==> src/design/ppm_pkg.sv <==
// Constants and types for the peak power and monitor control block
package ppm_pkg;
  localparam int CLK_HZ = 40_000_000;
  // Audible noise floor and the longest gap it allows, rounded down
  localparam int NOISE_FLOOR_HZ = 25_000;
  localparam int NOISE_GAP_CYC = CLK_HZ / NOISE_FLOOR_HZ;
  // Peak timer tick, durations are counted in these units
  localparam int TICK_NS = 1000;
  localparam int TICK_CYC = (TICK_NS * (CLK_HZ / 1_000_000)) / 1000;
  // Optimizer floor and limit code step
  localparam int ICO_MIN_MA = 500;
  localparam int LIM_LSB_MA = 50;
  localparam int PCT_FULL = 100;
  // Spread selections and their percentages
  localparam logic [1:0] SPREAD_OFF = 2'h0;
  localparam logic [1:0] SPREAD_2 = 2'h1;
  localparam logic [1:0] SPREAD_4 = 2'h2;
  localparam logic [1:0] SPREAD_6 = 2'h3;
  localparam int SPREAD_2_PCT = 2;
  localparam int SPREAD_4_PCT = 4;
  localparam int SPREAD_6_PCT = 6;
  // Power monitor configurations
  localparam logic [1:0] PMON_ALL = 2'h0;
  localparam logic [1:0] PMON_BUS = 2'h1;
  localparam logic [1:0] PMON_RSVD = 2'h2;
  localparam logic [1:0] PMON_OFF = 2'h3;
  // Host configuration carried as one group
  typedef struct packed {
    logic noise_guard_en;
    logic freq_sel;
    logic [1:0] spread_sel;
    logic in_gain_hi;
    logic bat_gain_hi;
    logic [1:0] pmon_cfg;
    logic otg_bat_only;
    logic in_res_5m;
    logic bat_res_5m;
    logic surge_en;
    logic droop_en;
    logic ico_request;
  } ppm_cfg_s;
  localparam ppm_cfg_s CFG_RST = '{noise_guard_en: 1'b0, freq_sel: 1'b0,
    spread_sel: SPREAD_OFF, in_gain_hi: 1'b0, bat_gain_hi: 1'b0,
    pmon_cfg: PMON_OFF, otg_bat_only: 1'b0, in_res_5m: 1'b0,
    bat_res_5m: 1'b0, surge_en: 1'b0, droop_en: 1'b0, ico_request: 1'b0};
  // Comparator flags from the analog side
  typedef struct packed {
    logic light_load;
    logic demand;
    logic in_over_lim;
    logic in_under_vlim;
    logic sys_below_bat;
    logic sys_below_min;
    logic bat_dischg;
    logic uvlo_ok;
    logic otg_mode;
  } ppm_sense_s;
  localparam int SENSE_W = $bits(ppm_sense_s);
  typedef enum logic [1:0] {PK_IDLE, PK_OVLD, PK_HOLD} ppm_pk_e;
endpackage

==> src/design/ppm_ctrl.sv <==
// Peak power, pulse skipping, dithering and monitor control
`timescale 1ns/1ps
`default_nettype none
module ppm_ctrl #(
  parameter int PER_LO_CYC = 50,
  parameter int PER_HI_CYC = 34,
  parameter int LIM_W = 7,
  parameter int TIME_W = 16
) (
  input wire logic clk,
  input wire logic rst_n,
  input wire ppm_pkg::ppm_cfg_s cfg_in,
  input wire logic [LIM_W-1:0] input_current_limit,
  input wire logic [7:0] overload_limit_pct,
  input wire logic [TIME_W-1:0] overload_duration,
  input wire logic [TIME_W-1:0] peak_cycle_period,
  input wire ppm_pkg::ppm_sense_s sense_pin,
  output logic switch_pulse,
  output logic pulse_skipping_mode,
  output logic input_monitor_gain_hi,
  output logic battery_monitor_gain_hi,
  output logic input_monitor_valid,
  output logic power_bus_term_en,
  output logic power_bat_term_en,
  output logic input_res_5m,
  output logic battery_res_5m,
  output logic charge_reduce,
  output logic battery_supplement,
  output logic ico_allowed,
  output logic [LIM_W+1:0] active_limit,
  output logic peak_level2,
  output logic charge_disable,
  output logic peak_active
);
  // Power monitor term decode: {bus, battery}
  function automatic logic [1:0] pmon_terms(input logic [1:0] c, input logic bat_only,
                                           input logic otg);
    logic [1:0] t;
    t = 2'b00;
    case (c)
      ppm_pkg::PMON_ALL: t = (otg && bat_only) ? 2'b01 : 2'b11;
      ppm_pkg::PMON_BUS: t = otg ? 2'b00 : 2'b10;
      default: t = 2'b00;
    endcase
    return t;
  endfunction

  // Spread percentage for a selection
  function automatic int spread_pct(input logic [1:0] s);
    int p;
    p = 0;
    case (s)
      ppm_pkg::SPREAD_2: p = ppm_pkg::SPREAD_2_PCT;
      ppm_pkg::SPREAD_4: p = ppm_pkg::SPREAD_4_PCT;
      ppm_pkg::SPREAD_6: p = ppm_pkg::SPREAD_6_PCT;
      default: p = 0;
    endcase
    return p;
  endfunction

  ppm_pkg::ppm_cfg_s cfg;
  logic [ppm_pkg::SENSE_W-1:0] sync1;
  logic [ppm_pkg::SENSE_W-1:0] sync2;
  ppm_pkg::ppm_sense_s sn;

  // Config registered from cfg_in every clock, reset defaults hold only while rst_n is low
  // Dither reset off
  always_ff @(posedge clk or negedge rst_n) begin
    if (!rst_n) begin
      cfg <= ppm_pkg::CFG_RST;
    end else begin
      cfg <= cfg_in;
    end
  end

  // Two-stage synchronisers, one per comparator flag
  genvar gi;
  generate
    for (gi = 0; gi < ppm_pkg::SENSE_W; gi++) begin : g_sync
      always_ff @(posedge clk or negedge rst_n) begin
        if (!rst_n) begin
          sync1[gi] <= 1'b0;
          sync2[gi] <= 1'b0;
        end else begin
          sync1[gi] <= sense_pin[gi];
          sync2[gi] <= sync1[gi];
        end
      end
    end
  endgenerate
  assign sn = ppm_pkg::ppm_sense_s'(sync2);

  // Switching period with dither offset applied
  logic [15:0] sw_cnt;
  logic signed [7:0] dith_ofs;
  logic dith_up;
  logic [7:0] base_per;
  logic signed [7:0] span;
  logic [15:0] target;
  logic per_done;
  logic gap_done;
  logic fire;

  assign base_per = cfg.freq_sel ? 8'(PER_HI_CYC) : 8'(PER_LO_CYC);
  assign span = 8'((int'(base_per) * spread_pct(cfg.spread_sel)) / ppm_pkg::PCT_FULL);
  assign target = 16'(int'(base_per) + int'(dith_ofs));
  assign per_done = (sw_cnt >= target - 16'h0001);
  assign gap_done = (int'(sw_cnt) >= ppm_pkg::NOISE_GAP_CYC - 1);
  // Skip unless demand; guard forces floor
  assign fire = sn.light_load ? ((per_done && sn.demand) ||
                                 (cfg.noise_guard_en && gap_done)) : per_done;

  // Switching counter, saturates while pulses are skipped
  always_ff @(posedge clk or negedge rst_n) begin
    if (!rst_n) begin
      sw_cnt <= 16'h0000;
      switch_pulse <= 1'b0;
    end else begin
      switch_pulse <= fire;
      if (fire) begin
        sw_cnt <= 16'h0000;
      end else if (sw_cnt != 16'hffff) begin
        sw_cnt <= sw_cnt + 16'h0001;
      end
    end
  end

  always_ff @(posedge clk or negedge rst_n) begin
    if (!rst_n) begin
      pulse_skipping_mode <= 1'b0;
    end else begin
      pulse_skipping_mode <= sn.light_load;
    end
  end

  // Triangle sweep of the period, one step per switching pulse
  // Dither sweep within span
  always_ff @(posedge clk or negedge rst_n) begin
    if (!rst_n) begin
      dith_ofs <= 8'sh00;
      dith_up <= 1'b1;
    end else if (cfg.spread_sel == ppm_pkg::SPREAD_OFF) begin
      dith_ofs <= 8'sh00;
      dith_up <= 1'b1;
    end else if (dith_ofs > span || dith_ofs < -span) begin
      dith_ofs <= 8'sh00; // Span shrank, restart from centre
    end else if (fire) begin
      if (dith_up) begin
        if (dith_ofs >= span) begin
          dith_up <= 1'b0;
          dith_ofs <= dith_ofs - 8'sh01;
        end else begin
          dith_ofs <= dith_ofs + 8'sh01;
        end
      end else begin
        if (dith_ofs <= -span) begin
          dith_up <= 1'b1;
          dith_ofs <= dith_ofs + 8'sh01;
        end else begin
          dith_ofs <= dith_ofs - 8'sh01;
        end
      end
    end
  end

  // Current and power monitor configuration
  logic [1:0] terms;
  assign terms = pmon_terms(cfg.pmon_cfg, cfg.otg_bat_only, sn.otg_mode);
  always_ff @(posedge clk or negedge rst_n) begin
    if (!rst_n) begin
      input_monitor_gain_hi <= 1'b0;
      battery_monitor_gain_hi <= 1'b0;
      input_monitor_valid <= 1'b0;
      power_bus_term_en <= 1'b0;
      power_bat_term_en <= 1'b0;
      input_res_5m <= 1'b0;
      battery_res_5m <= 1'b0;
    end else begin
      input_monitor_gain_hi <= cfg.in_gain_hi;
      battery_monitor_gain_hi <= cfg.bat_gain_hi;
      input_monitor_valid <= sn.uvlo_ok;
      power_bus_term_en <= terms[1];
      power_bat_term_en <= terms[0];
      input_res_5m <= cfg.in_res_5m;
      battery_res_5m <= cfg.bat_res_5m;
    end
  end

  // Dynamic power management and optimizer gate
  logic ico_ok;
  assign ico_ok = (int'(input_current_limit) * ppm_pkg::LIM_LSB_MA) >= ppm_pkg::ICO_MIN_MA;
  always_ff @(posedge clk or negedge rst_n) begin
    if (!rst_n) begin
      charge_reduce <= 1'b0;
      battery_supplement <= 1'b0;
      ico_allowed <= 1'b0;
    end else begin
      charge_reduce <= sn.in_over_lim || sn.in_under_vlim || charge_disable;
      battery_supplement <= sn.sys_below_bat && (charge_reduce || charge_disable);
      ico_allowed <= cfg.ico_request && ico_ok;
    end
  end

  // Peak power cycle: level two, then level one with charging held off
  ppm_pkg::ppm_pk_e pk_state;
  logic [TIME_W-1:0] pk_time;
  logic [7:0] tick_cnt;
  logic tick;
  logic surge_trig;
  logic droop_trig;
  logic trig;
  logic [LIM_W+1:0] lim1;
  logic [LIM_W+1:0] lim2;

  assign surge_trig = cfg.surge_en && sn.in_over_lim && sn.bat_dischg;
  assign droop_trig = cfg.droop_en && sn.sys_below_min && !sn.bat_dischg;
  assign trig = surge_trig || droop_trig;
  assign lim1 = (LIM_W+2)'(input_current_limit);
  assign lim2 = (LIM_W+2)'((int'(input_current_limit) * int'(overload_limit_pct))
                           / ppm_pkg::PCT_FULL);

  assign tick = (int'(tick_cnt) == ppm_pkg::TICK_CYC - 1);
  always_ff @(posedge clk or negedge rst_n) begin
    if (!rst_n) begin
      tick_cnt <= 8'h00;
    end else if (pk_state == ppm_pkg::PK_IDLE || tick) begin
      tick_cnt <= 8'h00;
    end else begin
      tick_cnt <= tick_cnt + 8'h01;
    end
  end

  always_ff @(posedge clk or negedge rst_n) begin
    if (!rst_n) begin
      pk_state <= ppm_pkg::PK_IDLE;
      pk_time <= '0;
    end else if (!cfg.surge_en && !cfg.droop_en) begin
      pk_state <= ppm_pkg::PK_IDLE;
      pk_time <= '0;
    end else begin
      case (pk_state)
        ppm_pkg::PK_IDLE: begin
          pk_time <= '0;
          if (trig) begin
            pk_state <= ppm_pkg::PK_OVLD;
          end
        end
        ppm_pkg::PK_OVLD: begin
          if (tick) begin
            pk_time <= pk_time + 1'b1;
            if (pk_time + 1'b1 >= overload_duration) begin
              pk_state <= ppm_pkg::PK_HOLD;
            end
          end
          if (pk_time >= peak_cycle_period) begin
            pk_state <= ppm_pkg::PK_HOLD; // Period shorter than overload
          end
        end
        ppm_pkg::PK_HOLD: begin
          if (tick) begin
            pk_time <= pk_time + 1'b1;
            if (pk_time + 1'b1 >= peak_cycle_period) begin
              pk_time <= '0;
              pk_state <= trig ? ppm_pkg::PK_OVLD : ppm_pkg::PK_IDLE;
            end
          end
        end
        default: begin
          pk_state <= ppm_pkg::PK_IDLE;
          pk_time <= '0;
        end
      endcase
    end
  end

  // Limit and charge gating outputs
  always_ff @(posedge clk or negedge rst_n) begin
    if (!rst_n) begin
      active_limit <= '0;
      peak_level2 <= 1'b0;
      charge_disable <= 1'b0;
      peak_active <= 1'b0;
    end else begin
      peak_level2 <= (pk_state == ppm_pkg::PK_OVLD);
      active_limit <= (pk_state == ppm_pkg::PK_OVLD) ? lim2 : lim1;
      charge_disable <= (pk_state == ppm_pkg::PK_HOLD);
      peak_active <= (pk_state != ppm_pkg::PK_IDLE);
    end
  end
endmodule
`default_nettype wire

==> config.mk <==
export PLATFORM = sky130hd
export DESIGN_NAME = ppm_ctrl
export DESIGN_NICKNAME = d
export VERILOG_FILES = /design/src/design/ppm_pkg.sv /design/src/design/ppm_ctrl.sv
export SDC_FILE = /design/constraint.sdc
export NUM_CORES = 1
export LEC_CHECK = 0
export BUFFER_PORTS_ARGS = -buffer_cell sky130_fd_sc_hd__buf_2
export CAP_MARGIN = 10
export CORE_ASPECT_RATIO = 1.25
export CORE_MARGIN = 2
export CORE_UTILIZATION = 45
export DETAILED_ROUTE_END_ITERATION = 10
export HOLD_SLACK_MARGIN = 0.12
export PLACE_DENSITY = 0.61
export REMOVE_ABC_BUFFERS = 1
export SLEW_MARGIN = 20
export SYNTH_ARGS = -nofsm -noshare
export SYNTH_HDL_FRONTEND = slang
export SYNTH_SLANG_ARGS = --single-unit
==> constraint.sdc <==
create_clock -name clk -period 7.4 [get_ports clk]
set_clock_uncertainty 0.05 [all_clocks]
set_input_delay 1.85 -clock clk [delete_from_list [all_inputs] [get_ports clk]]
set_output_delay 1.85 -clock clk [all_outputs]
set_load 0.01 [all_outputs]
==> metrics.cfg, run 1 <==
[synthesis]
avgSynthCellArea_sq_um = 8.89
synth_edf_count = 0
synthCells = 1241
yosysWarnings = 0
synthFlopType = dfrtp_1
syn_area_sq_um = 11000
synth_cell_type_count = 108
yosys_register_bits = 107
ys_seq_area_share_pct = 24.3
async_reset_ff_share_pct = 100

[sta]
tightest_slew_ps = 898
post-route-min-period_ps = 10170
layout_setup_ws_ps = -2770
slew-limit-headroom_pct = 40.1
rsz0062_at_grt = true
finalCritPeriodShare_pct = 137
drv_slew = 0
setup_viol = 6
fmax_mhz = 98.3
hold_viol = 0

[layout]
fin_area_sq_um = 14200
nets = 1790
final_cell_mix = buf_4 (210), ha_1 (141), dfrtp_1 (104)
layout-area-overhead-vs-synth_pct = 28.7
fillers = 2214
drive_gt1_share_pct = 28.6
final_common_cell = buf_4
antenna_cells = 0

[clock_tree]
root_buffer = clkbuf_16
clkLatencyLatePin_ps = 360
cts_sinks = 107
cts-htree-levels = 3
holdBufCountCts = 0
cts_tree = built
clk_pin_slew_worst_paths_ps = 80
clk_path_buf_depth = 2
cts_made_buffers = 9

[floorplanning]
core_sq_um = 24300
ioPinCount = 96
start_util_pct = 45.5
dieArea_sq_um = 25800
std_cell_rows = 64
fp.dieW_um = 144
die_h_um = 179

[drt]
drt_iter0_markers = 421
drc_errors = 0
routed_wl_um = 27600
wire_per_inst_um = 14.7
postRouteAntennaNets = 0
via_per_inst = 5.31
vias = 9935
firstDrtPassIters = 4

[critical_path]
start_kind = input port
slowest_delay_ps = 550
cp_common_cell = fa_1
crit_slowest_cell = fa_1
cp.required_ps = 7620
worstSetupPathType = in2reg
cp_max_fo = 7
cp.arrival_ps = 10400
path_delay_family = compound AO/OA/AOI/OAI gates
path_buf_inv = 8
r2r_slack_ps = 1440
end_kind = flop

[grt]
grt.total_usage_pct = 21.9
grt_pass1_vias = 10200
grt_max_degree = 67
grt_pass1_wl_um = 46400
grt_antenna_before_repair = 0
gr-total-overflow = 0

[placed_design]
port-buffer-count = 95
place_area_sq_um = 13300
dpl.hpwl_um = 21600
post-place-ws_ps = -3550
gp_congestion = 0.874

[run_status]
outcome = finished, violations left
violations = setup timing

[flow_run]
maxCapViolCount = 0

[worst_hold_path]
worstHoldPathType = reg2reg

-- cell type report --
| class | instances | area (sq um) | share of cell area (%) |
|---|---|---|---|
| Multi-Input combinational cell | 998 | 8200 | 57.8 |
| Inverter | 107 | 402 | 2.83 |
| Tap cell | 330 | 413 | 2.91 |
| Sequential cell | 107 | 2680 | 18.9 |
| Clock buffer | 9 | 225 | 1.59 |
| Clock inverter | 6 | 72.6 | 0.511 |
| Timing Repair Buffer | 315 | 2200 | 15.5 |
-- repair_timing --
item | in CTS | in global routing
pin swaps | 58 | 6
cloned | 0 | 0
resized for setup | 70 | 22
buffers inserted | 24 | 4
endpoints found under the setup margin | 7 | 7
hold endpoints to repair | 0 | 0
-- registers in the layout, indices dropped and copies added (netlist names), 2 cells and up --
name,count
pk_state,2
tick_cnt,8
pk_time,16
sync1,9
cfg,14
dith_ofs,8
sw_cnt,16
sn,9
active_limit,9
-- per-layer routing --
metal	routed length, um	global-route usage [%]	vias to the layer above
met1	11500	25.2	4707
met4	1040	9.23	0
met5	0	0	-
met2	14400	41.2	168
met3	644	2.06	66
li1	-	-	4994
-- logic make-up after synthesis --
logic type / synth area share (%)
XOR/XNOR: 5.62
AO/OA/AOI/OAI: 21.6
AND/OR/NAND/NOR: 20.0
multiplexers: 0.884
flip-flops: 24.3
adder cells (fa/ha/maj): 22.7
buffers and inverters: 4.90
-- synth_stat cells (all sizes together), types with 31 or more instances --
master | n | area share (%)
ha | 148 | 17
a21o | 40 | 2.7
a21oi | 65 | 3.3
nand2 | 96 | 3.3
and2 | 61 | 3.5
inv | 107 | 3.6
nand2b | 34 | 1.9
fa | 32 | 5.8
nand3 | 46 | 2.1
dfrtp | 104 | 24
nor2 | 93 | 3.2
xor2 | 31 | 2.5
o21ai | 57 | 2.8
xnor2 | 39 | 3.2
-- stage by stage --
step | util [%] | hold slack [ps] | cells | TNS [ps]
3_5_place_dp | 54.7 | 285 | 1831 | -15740
5_1_grt | 58.5 | 309 | 1872 | -12860
2_1_floorplan | - | 281 | 1212 | -13450
3_3_place_gp | 54.6 | 282 | 1831 | -14640
6_report | 58.5 | 300 | 1872 | -10960
4_1_cts | 58.1 | 302 | 1870 | -10750
-- final timing paths --
path / from / end / depth (start not counted)
min: cfg[8] / battery_monitor_gain_hi / 0
max: overload_limit_pct[5] / active_limit[0] / 39
min in group asynchronous: rst_n / pk_time[5] / 1
min reg2reg: cfg[8] / battery_monitor_gain_hi / 0
max reg2reg: cfg[11] / dith_ofs[6] / 30
max in group asynchronous: rst_n / dith_ofs[6] / 2
Power of run 1 is left out: the tool's default activity adds up to more than one toggle a clock period on the data nets, which glitch-free logic cannot reach.
==> inputs of run 2 (changes only) <==
--- a/config.mk
+++ b/config.mk
@@ -12,7 +12,7 @@
 export CORE_UTILIZATION = 45
 export DETAILED_ROUTE_END_ITERATION = 10
 export HOLD_SLACK_MARGIN = 0.12
-export PLACE_DENSITY = 0.61
+export PLACE_DENSITY = 0.62
 export REMOVE_ABC_BUFFERS = 1
 export SLEW_MARGIN = 20
 export SYNTH_ARGS = -nofsm -noshare
==> metrics.cfg, run 2 (same netlist as run 1, synthesis figures left out) <==
[run_status]
outcome = finished, violations left  ; unchanged
violations = setup timing  ; unchanged

[sta]
layout_setup_ws_ps = -2760  ; was -2770 ps
fmax_mhz = 98.5  ; was 98.3 MHz
rsz0062_at_grt = true  ; unchanged
tightest_slew_ps = 1050  ; was 898 ps
hold_viol = 0  ; unchanged
drv_slew = 0  ; unchanged
post-route-min-period_ps = 10160  ; was 10170 ps
setup_viol = 6  ; unchanged
slew-limit-headroom_pct = 29.4  ; was 40.1%
finalCritPeriodShare_pct = 137  ; about the same

[drt]
via_per_inst = 5.34  ; was 5.31
drc_errors = 0  ; unchanged
drt_iter0_markers = 370  ; was 421
vias = 10100  ; was 9935
wire_per_inst_um = 14.7  ; about the same
routed_wl_um = 27600  ; about the same
postRouteAntennaNets = 0  ; unchanged
firstDrtPassIters = 5  ; was 4

[clock_tree]
clkLatencyLatePin_ps = 360  ; about the same
cts_sinks = 107  ; unchanged
holdBufCountCts = 0  ; unchanged
cts_tree = built  ; unchanged
cts-htree-levels = 3  ; unchanged
root_buffer = clkbuf_16  ; unchanged
clk_path_buf_depth = 2  ; unchanged
clk_pin_slew_worst_paths_ps = 70  ; was 80 ps
cts_made_buffers = 9  ; unchanged

[placed_design]
dpl.hpwl_um = 21300  ; was 21600 um
numPlacedInstances = 1829  ; was 1831
port-buffer-count = 95  ; unchanged
gp_congestion = 0.890  ; was 0.874

[critical_path]
cp.arrival_ps = 10380  ; was 10400 ps
r2r_slack_ps = 1510  ; was 1440 ps
timing.rr.end = dith_ofs[6]  ; unchanged
slowest_delay_ps = 560  ; was 550 ps
start_kind = input port  ; unchanged
r2r_cells = 30  ; unchanged
crit_slowest_cell = fa_2  ; was fa_1
cp.required_ps = 7620  ; about the same
worstSetupPathType = in2reg  ; unchanged
reg2reg_from = cfg[11]  ; unchanged
cp_common_cell = buf_4  ; was fa_1
end_kind = flop  ; unchanged
cp_max_fo = 7  ; unchanged

[floorplanning]
start_util_pct = 45.5  ; unchanged
die_h_um = 179  ; unchanged
core_sq_um = 24300  ; unchanged
dieArea_sq_um = 25800  ; unchanged
fp.dieW_um = 144  ; unchanged
ioPinCount = 96  ; unchanged
std_cell_rows = 64  ; unchanged

[worst_hold_path]
min_from = sync1[3]  ; was cfg[8]
whs_endpoint = sn[3]  ; was battery_monitor_gain_hi
holdPathStages = 0  ; unchanged
worstHoldPathType = reg2reg  ; unchanged

[grt]
grt_antenna_before_repair = 0  ; unchanged
grt_pass1_wl_um = 46000  ; was 46400 um
gr-total-overflow = 0  ; unchanged
grt_max_degree = 66  ; was 67
grt.total_usage_pct = 21.8  ; was 21.9%
grt_pass1_vias = 10100  ; was 10200

[layout]
seqCellArea_sq_um = 2680  ; unchanged
layout-area-overhead-vs-synth_pct = 30.7  ; was 28.7%
nets = 1800  ; was 1790
fillers = 2140  ; was 2214
final_cell_mix = buf_4 (210), ha_1 (139), dfrtp_1 (104)  ; was buf_4 (210), ha_1 (141), dfrtp_1 (104)
multi_input_area_sq_um = 8330  ; was 8200 sq um
reg_top3 = pk_time (16), sw_cnt (16), cfg (14)  ; unchanged
antenna_cells = 0  ; unchanged
drive_gt1_share_pct = 30.3  ; was 28.6%
final_cells = 1883  ; was 1872
final_common_cell = buf_4  ; unchanged

[flow_run]
maxCapViolCount = 0  ; unchanged

==> run 2: how the worst max path moves through the flow <==
stage                           start              end  slack, ps
2_1_floorplan  input_current_limit[6]  active_limit[0]      -3300
3_3_place_gp   input_current_limit[6]  active_limit[0]      -3420
3_5_place_dp   input_current_limit[6]  active_limit[0]      -3580
4_1_cts         overload_limit_pct[3]  active_limit[0]      -2610
5_1_grt        input_current_limit[6]  active_limit[0]      -3080
6_report       input_current_limit[6]  active_limit[0]      -2760
==> run 2: what timing repair did <==
action,CTS,global route
pin swaps,67,18
buffers inserted,31,10
setup endpoints to repair,7,7
gates resized for setup,83,40
gates cloned,0,0
==> run 2: area by class of cell <==
class                      instances  area share [%]
multi-input combinational        998            57.7
timing repair buffer             325            16.1
clock inverter                     7           0.416
inverter                         107            2.78
tap                              330            2.86
clock buffer                       9            1.56
sequential                       107            18.6
==> run 2: worst max-delay path: cells and delay by family <==
kind | cells | cell delay (ps)
buffers and inverters | 7 | 840
AO/OA/AOI/OAI | 15 | 3180
multiplexers | 1 | 120
adder cells (fa/ha/maj) | 6 | 2360
AND/OR/NAND/NOR | 8 | 2030
==> run 2: through the flow <==
stage	area [sq um]	setup TNS (ps)	setup slack (ps)	util, %	hold WS [ps]
floorplan	10900	-13450	-3300	-	281
CTS	14200	-10200	-2610	58.4	302
detailed placement	13200	-15810	-3580	54.6	286
global placement	13200	-15130	-3420	54.6	283
finish	14400	-10800	-2760	59.5	302
global route	14400	-12440	-3080	59.5	310
==> run 2: layer usage <==
| layer | GRT usage (%) | share of wire (%) | vias to the layer above |
|---|---|---|---|
| li1 | - | - | 5016 |
| met1 | 25.4 | 42 | 4841 |
| met2 | 41.6 | 53 | 146 |
| met3 | 1.76 | 1.9 | 47 |
| met4 | 7.19 | 2.6 | 0 |
| met5 | 0 | 0 | - |
Power of run 2 is left out for the same reason.
